===== src/hw/slc_pkg.sv =====
// Constants for the slew-time loop configuration bank.
// Assumes a byte-wide serial register port with 6-bit addresses, clocked by clk_sys.
`default_nettype none

package slc_pkg;

	localparam int SLC_ADDR_W   = 6;
	localparam int SLC_DATA_W   = 8;
	localparam int SLC_TIME_W   = 14;
	localparam int SLC_BRIDGES  = 4;

	// Register offsets, bridge 1 to 4
	localparam logic [SLC_ADDR_W-1:0] SLC_ADDR_CFG_B1 = 6'h35;
	localparam logic [SLC_ADDR_W-1:0] SLC_ADDR_CFG_B2 = 6'h36;
	localparam logic [SLC_ADDR_W-1:0] SLC_ADDR_CFG_B3 = 6'h37;
	localparam logic [SLC_ADDR_W-1:0] SLC_ADDR_CFG_B4 = 6'h38;

	// Common reset value of every bridge register
	localparam logic [SLC_DATA_W-1:0] SLC_RST_VAL    = 8'h23;
	localparam logic [SLC_DATA_W-1:0] SLC_UNMAPPED   = 8'h00;

	// Field positions
	localparam int SLC_TIME_MSB  = 7;
	localparam int SLC_TIME_LSB  = 4;
	localparam int SLC_LOOP_BIT  = 3;
	localparam int SLC_ERR_BIT   = 2;
	localparam int SLC_GAIN_MSB  = 1;
	localparam int SLC_GAIN_LSB  = 0;

	// Target rise/fall time in ns, one entry per code
	localparam logic [SLC_TIME_W-1:0] SLC_TIME_NS [16] = '{
		14'h015E, 14'h0230, 14'h0302, 14'h03D4,
		14'h0532, 14'h0690, 14'h07EE, 14'h0992,
		14'h0B7C, 14'h0F96, 14'h136A, 14'h173E,
		14'h1F2C, 14'h26D4, 14'h2EC2, 14'h3E58
	};

	// Error limit modes
	typedef enum logic {
		SLC_ERR_ONE_BIT = 1'b0,
		SLC_ERR_ACTUAL  = 1'b1
	} slc_err_mode_t;

	function automatic logic [SLC_TIME_W-1:0] slc_time_ns(input logic [3:0] code);
		slc_time_ns = SLC_TIME_NS[code];
	endfunction

	function automatic logic [2:0] slc_gain_val(input logic [1:0] code);
		slc_gain_val = {1'b0, code} + 3'h1;
	endfunction

	localparam logic [SLC_TIME_W-1:0] SLC_RST_TIME_NS = slc_time_ns(SLC_RST_VAL[SLC_TIME_MSB:SLC_TIME_LSB]);
	localparam logic [2:0]            SLC_RST_GAIN    = slc_gain_val(SLC_RST_VAL[SLC_GAIN_MSB:SLC_GAIN_LSB]);

endpackage

`default_nettype wire


===== src/hw/slc_cfg_reg.sv =====
// One byte of bridge configuration with its own address decode.
// Assumes writes are single-cycle strobes from the serial register port.
`timescale 1ns/1ns
`default_nettype none

module slc_cfg_reg #(
	parameter logic [slc_pkg::SLC_ADDR_W-1:0] ADDR    = slc_pkg::SLC_ADDR_CFG_B1,
	parameter logic [slc_pkg::SLC_DATA_W-1:0] RST_VAL = slc_pkg::SLC_RST_VAL
) (
	// Clock and reset
	input  wire logic                              clk_sys,
	input  wire logic                              rstn,
	// Register port
	input  wire logic [slc_pkg::SLC_ADDR_W-1:0]    reg_addr,
	input  wire logic                              reg_wr,
	input  wire logic [slc_pkg::SLC_DATA_W-1:0]    reg_wdata,
	// Decode and contents
	output logic                                   hit,
	output logic      [slc_pkg::SLC_DATA_W-1:0]    value
);
	import slc_pkg::*;

	logic [SLC_DATA_W-1:0] next_value;

	assign hit        = (reg_addr == ADDR);
	// All bits plain read/write; nothing else is touched by a write
	assign next_value = (hit && reg_wr) ? reg_wdata : value;

	always_ff @(posedge clk_sys or negedge rstn) begin
		if (!rstn) begin
			value <= RST_VAL;
		end else begin
			value <= next_value;
		end
	end

endmodule

`default_nettype wire


===== src/hw/slc_regs.sv =====
// Slew-time loop configuration bank for half-bridges 1 to 4.
// Assumes the serial front end hands over decoded byte accesses: one-cycle read and write
// strobes with address and data valid in the same cycle, all synchronous to clk_sys.
`timescale 1ns/1ns
`default_nettype none

module slc_regs (
	// Clock and reset
	input  wire logic                              clk_sys,
	input  wire logic                              rstn,
	// Register port
	input  wire logic [slc_pkg::SLC_ADDR_W-1:0]    reg_addr,
	input  wire logic                              reg_wr,
	input  wire logic                              reg_rd,
	input  wire logic [slc_pkg::SLC_DATA_W-1:0]    reg_wdata,
	output logic      [slc_pkg::SLC_DATA_W-1:0]    reg_rdata,
	output logic                                   reg_rvalid,
	output logic                                   reg_miss,
	// Half-bridge 1
	output logic      [3:0]                        slew_time_code_b1,
	output logic                                   slew_loop_on_b1,
	output logic                                   slew_err_limit_b1,
	output logic      [1:0]                        slew_gain_code_b1,
	output logic      [2:0]                        slew_gain_b1,
	output logic      [slc_pkg::SLC_TIME_W-1:0]    slew_time_ns_b1,
	// Half-bridge 2
	output logic      [3:0]                        slew_time_code_b2,
	output logic                                   slew_loop_on_b2,
	output logic                                   slew_err_limit_b2,
	output logic      [1:0]                        slew_gain_code_b2,
	output logic      [2:0]                        slew_gain_b2,
	output logic      [slc_pkg::SLC_TIME_W-1:0]    slew_time_ns_b2,
	// Half-bridge 3
	output logic      [3:0]                        slew_time_code_b3,
	output logic                                   slew_loop_on_b3,
	output logic                                   slew_err_limit_b3,
	output logic      [1:0]                        slew_gain_code_b3,
	output logic      [2:0]                        slew_gain_b3,
	output logic      [slc_pkg::SLC_TIME_W-1:0]    slew_time_ns_b3,
	// Half-bridge 4
	output logic      [3:0]                        slew_time_code_b4,
	output logic                                   slew_loop_on_b4,
	output logic                                   slew_err_limit_b4,
	output logic      [1:0]                        slew_gain_code_b4,
	output logic      [2:0]                        slew_gain_b4,
	output logic      [slc_pkg::SLC_TIME_W-1:0]    slew_time_ns_b4
);
	import slc_pkg::*;

	////////////////////////////////////////////////////////////////////////////////
	// Register storage

	logic [SLC_BRIDGES-1:0] br_hit;
	logic [SLC_DATA_W-1:0]  br_val [SLC_BRIDGES];

	// Every bridge resets to the same value; one instance per bridge keeps
	// each decoded address in plain sight
	// Half-bridge 1 at 35h
	slc_cfg_reg #(
		.ADDR    (SLC_ADDR_CFG_B1),
		.RST_VAL (SLC_RST_VAL)
	) u_reg_b1 (
		.clk_sys   (clk_sys),
		.rstn      (rstn),
		.reg_addr  (reg_addr),
		.reg_wr    (reg_wr),
		.reg_wdata (reg_wdata),
		.hit       (br_hit[0]),
		.value     (br_val[0])
	);

	// Half-bridge 2 at 36h
	slc_cfg_reg #(
		.ADDR    (SLC_ADDR_CFG_B2),
		.RST_VAL (SLC_RST_VAL)
	) u_reg_b2 (
		.clk_sys   (clk_sys),
		.rstn      (rstn),
		.reg_addr  (reg_addr),
		.reg_wr    (reg_wr),
		.reg_wdata (reg_wdata),
		.hit       (br_hit[1]),
		.value     (br_val[1])
	);

	// Half-bridge 3 at 37h
	slc_cfg_reg #(
		.ADDR    (SLC_ADDR_CFG_B3),
		.RST_VAL (SLC_RST_VAL)
	) u_reg_b3 (
		.clk_sys   (clk_sys),
		.rstn      (rstn),
		.reg_addr  (reg_addr),
		.reg_wr    (reg_wr),
		.reg_wdata (reg_wdata),
		.hit       (br_hit[2]),
		.value     (br_val[2])
	);

	// Half-bridge 4 at 38h
	slc_cfg_reg #(
		.ADDR    (SLC_ADDR_CFG_B4),
		.RST_VAL (SLC_RST_VAL)
	) u_reg_b4 (
		.clk_sys   (clk_sys),
		.rstn      (rstn),
		.reg_addr  (reg_addr),
		.reg_wr    (reg_wr),
		.reg_wdata (reg_wdata),
		.hit       (br_hit[3]),
		.value     (br_val[3])
	);

	genvar gi;

	////////////////////////////////////////////////////////////////////////////////
	// Read path

	wire                  any_hit;
	wire                  acc_miss;
	wire [SLC_DATA_W-1:0] rd_sel;
	logic [SLC_DATA_W-1:0] next_rdata;

	assign any_hit = |br_hit;
	// Unmapped writes are dropped silently, so the flag is the host's only hint
	assign acc_miss = (reg_rd || reg_wr) && !any_hit;

	// Hits are one-hot, so an OR of gated values is a plain select
	assign rd_sel = ({SLC_DATA_W{br_hit[0]}} & br_val[0])
	              | ({SLC_DATA_W{br_hit[1]}} & br_val[1])
	              | ({SLC_DATA_W{br_hit[2]}} & br_val[2])
	              | ({SLC_DATA_W{br_hit[3]}} & br_val[3]);

	// Reads return the stored byte, or SLC_UNMAPPED when no bridge hits, and leave it untouched
	assign next_rdata = reg_rd ? (any_hit ? rd_sel : SLC_UNMAPPED) : reg_rdata;

	always_ff @(posedge clk_sys or negedge rstn) begin
		if (!rstn) begin
			reg_rdata  <= SLC_UNMAPPED;
			reg_rvalid <= 1'b0;
			reg_miss   <= 1'b0;
		end else begin
			reg_rdata  <= next_rdata;
			reg_rvalid <= reg_rd;
			reg_miss   <= acc_miss;
		end
	end

	////////////////////////////////////////////////////////////////////////////////
	// Field decode
	// Raw fields come straight from the register flops; the looked-up time and gain
	// are registered once more, so they follow a write one cycle later.

	wire [3:0]            f_time [SLC_BRIDGES];
	wire                  f_loop [SLC_BRIDGES];
	wire                  f_err  [SLC_BRIDGES];
	wire [1:0]            f_gain [SLC_BRIDGES];
	logic [SLC_TIME_W-1:0] t_ns  [SLC_BRIDGES];
	logic [2:0]            g_val [SLC_BRIDGES];
	wire [SLC_TIME_W-1:0]  next_t_ns  [SLC_BRIDGES];
	wire [2:0]             next_g_val [SLC_BRIDGES];

	generate
		for (gi = 0; gi < SLC_BRIDGES; gi++) begin : g_dec
			assign f_time[gi] = br_val[gi][SLC_TIME_MSB:SLC_TIME_LSB];
			assign f_loop[gi] = br_val[gi][SLC_LOOP_BIT];
			assign f_err[gi]  = br_val[gi][SLC_ERR_BIT];
			assign f_gain[gi] = br_val[gi][SLC_GAIN_MSB:SLC_GAIN_LSB];
			assign next_t_ns[gi]  = slc_time_ns(f_time[gi]);
			assign next_g_val[gi] = slc_gain_val(f_gain[gi]);

			always_ff @(posedge clk_sys or negedge rstn) begin
				if (!rstn) begin
					t_ns[gi]  <= SLC_RST_TIME_NS;
					g_val[gi] <= SLC_RST_GAIN;
				end else begin
					t_ns[gi]  <= next_t_ns[gi];
					g_val[gi] <= next_g_val[gi];
				end
			end
		end
	endgenerate

	////////////////////////////////////////////////////////////////////////////////
	// Per-bridge outputs

	// Half-bridge 1 shares the layout; its loop sits beside this bank
	assign slew_time_code_b1 = f_time[0];
	assign slew_loop_on_b1   = f_loop[0];
	assign slew_err_limit_b1 = f_err[0];
	assign slew_gain_code_b1 = f_gain[0];
	assign slew_gain_b1      = g_val[0];
	assign slew_time_ns_b1   = t_ns[0];

	// Half-bridge 2
	assign slew_time_code_b2 = f_time[1];
	assign slew_loop_on_b2   = f_loop[1];
	assign slew_err_limit_b2 = f_err[1];
	assign slew_gain_code_b2 = f_gain[1];
	assign slew_gain_b2      = g_val[1];
	assign slew_time_ns_b2   = t_ns[1];

	// Half-bridge 3
	assign slew_time_code_b3 = f_time[2];
	assign slew_loop_on_b3   = f_loop[2];
	assign slew_err_limit_b3 = f_err[2];
	assign slew_gain_code_b3 = f_gain[2];
	assign slew_gain_b3      = g_val[2];
	assign slew_time_ns_b3   = t_ns[2];

	// Half-bridge 4
	assign slew_time_code_b4 = f_time[3];
	assign slew_loop_on_b4   = f_loop[3];
	assign slew_err_limit_b4 = f_err[3];
	assign slew_gain_code_b4 = f_gain[3];
	assign slew_gain_b4      = g_val[3];
	assign slew_time_ns_b4   = t_ns[3];

endmodule

`default_nettype wire

===== config.mk =====
export PLATFORM = sky130hd
export DESIGN_NAME = slc_regs
export DESIGN_NICKNAME = d
export VERILOG_FILES = /design/src/hw/slc_pkg.sv /design/src/hw/slc_cfg_reg.sv /design/src/hw/slc_regs.sv
export SDC_FILE = /design/constraint.sdc
export NUM_CORES = 1
export LEC_CHECK = 0
export BUFFER_PORTS_ARGS = -buffer_cell sky130_fd_sc_hd__clkbuf_2
export CAP_MARGIN = 30
export CORE_MARGIN = 3
export CORE_UTILIZATION = 50
export CTS_CLUSTER_DIAMETER = 120
export DETAILED_ROUTE_END_ITERATION = 7
export PLACE_DENSITY = 0.76
export SLEW_MARGIN = 25
export SYNTH_ARGS = -nofsm -noshare
export SYNTH_HDL_FRONTEND = slang
export SYNTH_SLANG_ARGS = --single-unit

===== constraint.sdc =====
create_clock -name clk_sys -period 1.9 [get_ports clk_sys]
set_input_delay 0.19 -clock clk_sys [delete_from_list [all_inputs] [get_ports clk_sys]]
set_output_delay 0.19 -clock clk_sys [all_outputs]
set_load 0.05 [all_outputs]

==> results.tsv <==
metric	value	unit
synth_top_area_share	39.9	%
netlist-cell-type-count	44	
grt_pass1_wl	18000	um
critical_path.endpoint	slew_time_code_b4[2]	
fin_setup_tns	0	ns
clock.fmax	571	MHz
critical_path_buf_inv_count	1	
drive_above_1_share	40.8	%
synthTopCellsByCount	78 x dfrtp_1, 38 x nor2_1, 29 x ha_1, 28 x dfstp_2, 25 x o21ai_0	
seq_area_frac_synth	54.9	%
p_int	4.01	mW
area_delta_synth_final	21.4	%
powerDensity	1200	nW/um^2
cap_viol_max_count	0	
path_clk_slew	0.10	ns
cp-end-kind	primary output	
p_seq_share	41.1	%
rr_endpoint	slew_time_ns_b4[3]$_DFF_PN0_	
synthXorXnorAreaFrac	0.537	%
via_per_inst	5.31	
grt_pass1_vias	3609	
startpoint	u_reg_b4.value[6]$_DFFE_PN0P_	
drt-total-wl	10800	um
antenna_found_initial	0	
drc	0	
required	1.71	ns
grt.overflow.total	0	
p_sw	3.12	mW
crit_chain	clkbuf_2	
cts_resized	0	
tightest_slew	0.683	ns
criticalPathCategory	reg -> out	
insertion_delay	0.37	ns
fillCellCount	751	
rr_startpoint	u_reg_b4.value[5]$_DFFE_PN1P_	
dieWidth	105	um
core-area	9370	um^2
yosys-mux-area-fraction	13.5	%
finalSetupViolCount	0	
r2r_slack	0.20	ns
cts_tree	done	
finalHoldViolCount	0	
crit_slowest_cell	dfrtp_1	
root_buffer	clkbuf_8	
die_area	11000	um^2
grt_util_all_layers	20.3	%
cts_buffer_depth	2	
min_period	1.75	ns
status	complete, no violations	
postRouteAntennaNets	0	
skew	0.0121	ns
finalMaxSlewViolations	0	
swShare	43.8	%
first_pass_iters	4	
rsz0062_at_grt	no	
io_pins	128	
ir_drop	0.000778	V
synth-simple-area-share	9.18	%
vias	3617	
synth_warnings	0	
synth.most_common_cell	dfrtp_1	
grt_max_degree	67	
numCtsBuffers	9	
pwr-share-comb	39.0	%
synth_edf_count	0	
nNetsFinal	594	
initial_utilization	52.2	%
clock_power_share	19.9	%
hold_class	in -> reg	
post_drt_wl_per_cell	15.9	um
dpl.hpwl	8020	um
synth_top_family_by_area	multiplexers	
postCtsSetupBuffers	0	
htreeDepth	3	
async_flop_share	100	%
syn_avg_cell_area	11.8	um^2
synth_top_flop_cell	dfrtp_1	
globalplace.congestion	0.885	
synth_area_leaders	dfrtp_1 40%, dfstp_2 15%, ha_1 7.4%	
leakage	2.96	nW
drt-initial-drc-count	170	
synth_compound_area_share	10.0	%
synth_fa_ha_area_share	7.41	%
clock_sinks	106	
slowest_delay	0.80	ns
n_antenna_cell	0	
portBuffers	123	
syn_inst	413	
yosys.area.top_type	dfrtp_1	
cp.depth	1	
startpoint_type	flip-flop	
place_inst	664	
fin_cells	681	
std_cell_rows	35	
ys_ff_latch	106	
synth_area	4890	um^2
reg2reg_depth	6	
cp_top_family	flip-flops	
slew_headroom	54.5	%
cp_max_fo	23	
min_period_over_period	92.1	%
critPathArrivalTime	1.56	ns
die_h	105	um
final cells by class:
cell class | count | area (um^2) | share of cell area (%)
tap | 129 | 161 | 2.72
clock buffer | 9 | 124 | 2.09
inverter | 24 | 90.1 | 1.52
clock inverter | 7 | 83.8 | 1.41
sequential | 106 | 2690 | 45.3
multi-input combinational | 263 | 2010 | 33.8
timing repair buffer | 143 | 783 | 13.2
metrics by stage:
stage          worst slack (ns)  power [mW]  hold WS (ns)  instance area (um^2)  util, %
3_5_place_dp              0.222        5.75         0.101                  5720     61.0
3_3_place_gp              0.245        5.70        0.0995                  5720     61.0
2_1_floorplan            0.0416        5.05        -0.106                  4910        -
4_1_cts                   0.158        7.18        0.0884                  5940     63.4
6_report                  0.150        7.12         0.101                  5940     63.4
5_1_grt                  0.0633        7.48        0.0861                  5940     63.4
power groups by stage:
stage / Clock [mW] / Combinational, mW / Sequential [mW]
global placement: 0 / 2.75 / 2.96
CTS: 1.47 / 2.79 / 2.93
finish: 1.42 / 2.77 / 2.93
global route: 1.55 / 2.94 / 2.98
detailed placement: 0 / 2.78 / 2.97
floorplan: 0 / 0.730 / 4.32
cell usage in the layout (no fill, tap or decap), types with 6 or more instances in the layout:
cell type and n:
a221o_1 8, dfrtp_1 76, ha_1 29, mux2i_1 9
dfstp_2 28, inv_1 21, mux2_4 8, mux2_2 20
nand2b_1 6, clkbuf_8 9, mux2_1 14, clkbuf_2 122
a31oi_1 8, a211oi_1 6, nand2_1 23, a21oi_1 24
nor2_1 38, buf_4 19, nor3_1 14, o21ai_0 25
per-layer routing:
| layer | vias to the layer above | track usage [%] | wire length (um) |
|---|---|---|---|
| li1 | 1698 | - | - |
| met3 | 12 | 7.10 | 850 |
| met5 | - | 0 | 0 |
| met1 | 1747 | 26.3 | 4540 |
| met2 | 160 | 33.2 | 5310 |
| met4 | 0 | 4.40 | 131 |
timing repair:
item                                   CTS  global route
hold buffers                             1             0
setup endpoints to repair                0             0
endpoints found under the hold margin   22             0
cell families after synthesis:
kind of cell / after synthesis
AOI/OAI and AO/OA: 80
xor gates and xnor gates: 3
adders and majority gates: 29
buffers and inverters: 47
DFF: 106
muxes: 54
other: 1
and+or+nand+nor: 93
flip-flops by register name, summed over array words and instances (netlist names):
| signal | count |
|---|---|
| slew_time_ns_b2 | 13 |
| slew_time_ns_b4 | 13 |
| slew_gain_b2 | 3 |
| reg_miss | 1 |
| u_reg_b3.value | 8 |
| u_reg_b2.value | 8 |
| reg_rdata | 8 |
| slew_time_ns_b3 | 13 |
| slew_gain_b4 | 3 |
| u_reg_b4.value | 8 |
| slew_gain_b1 | 3 |
| slew_time_ns_b1 | 13 |
| u_reg_b1.value | 8 |
| slew_gain_b3 | 3 |
| reg_rvalid | 1 |
worst min path at each step:
stage | from | to | cells past startpoint | slack (ns)
2_1_floorplan | rstn | reg_miss$_DFF_PN0_ | 0 | -0.11
3_3_place_gp | rstn | slew_time_ns_b1[11]$_DFF_PN0_ | 1 | 0.1
3_5_place_dp | rstn | slew_time_ns_b1[11]$_DFF_PN0_ | 1 | 0.10
4_1_cts | reg_wdata[3] | u_reg_b4.value[3]$_DFFE_PN0P_ | 2 | 0.09
5_1_grt | reg_wdata[0] | u_reg_b1.value[0]$_DFFE_PN1P_ | 2 | 0.09
6_report | reg_wdata[1] | u_reg_b1.value[1]$_DFFE_PN1P_ | 2 | 0.10
(Power assumes the default switching activity.)
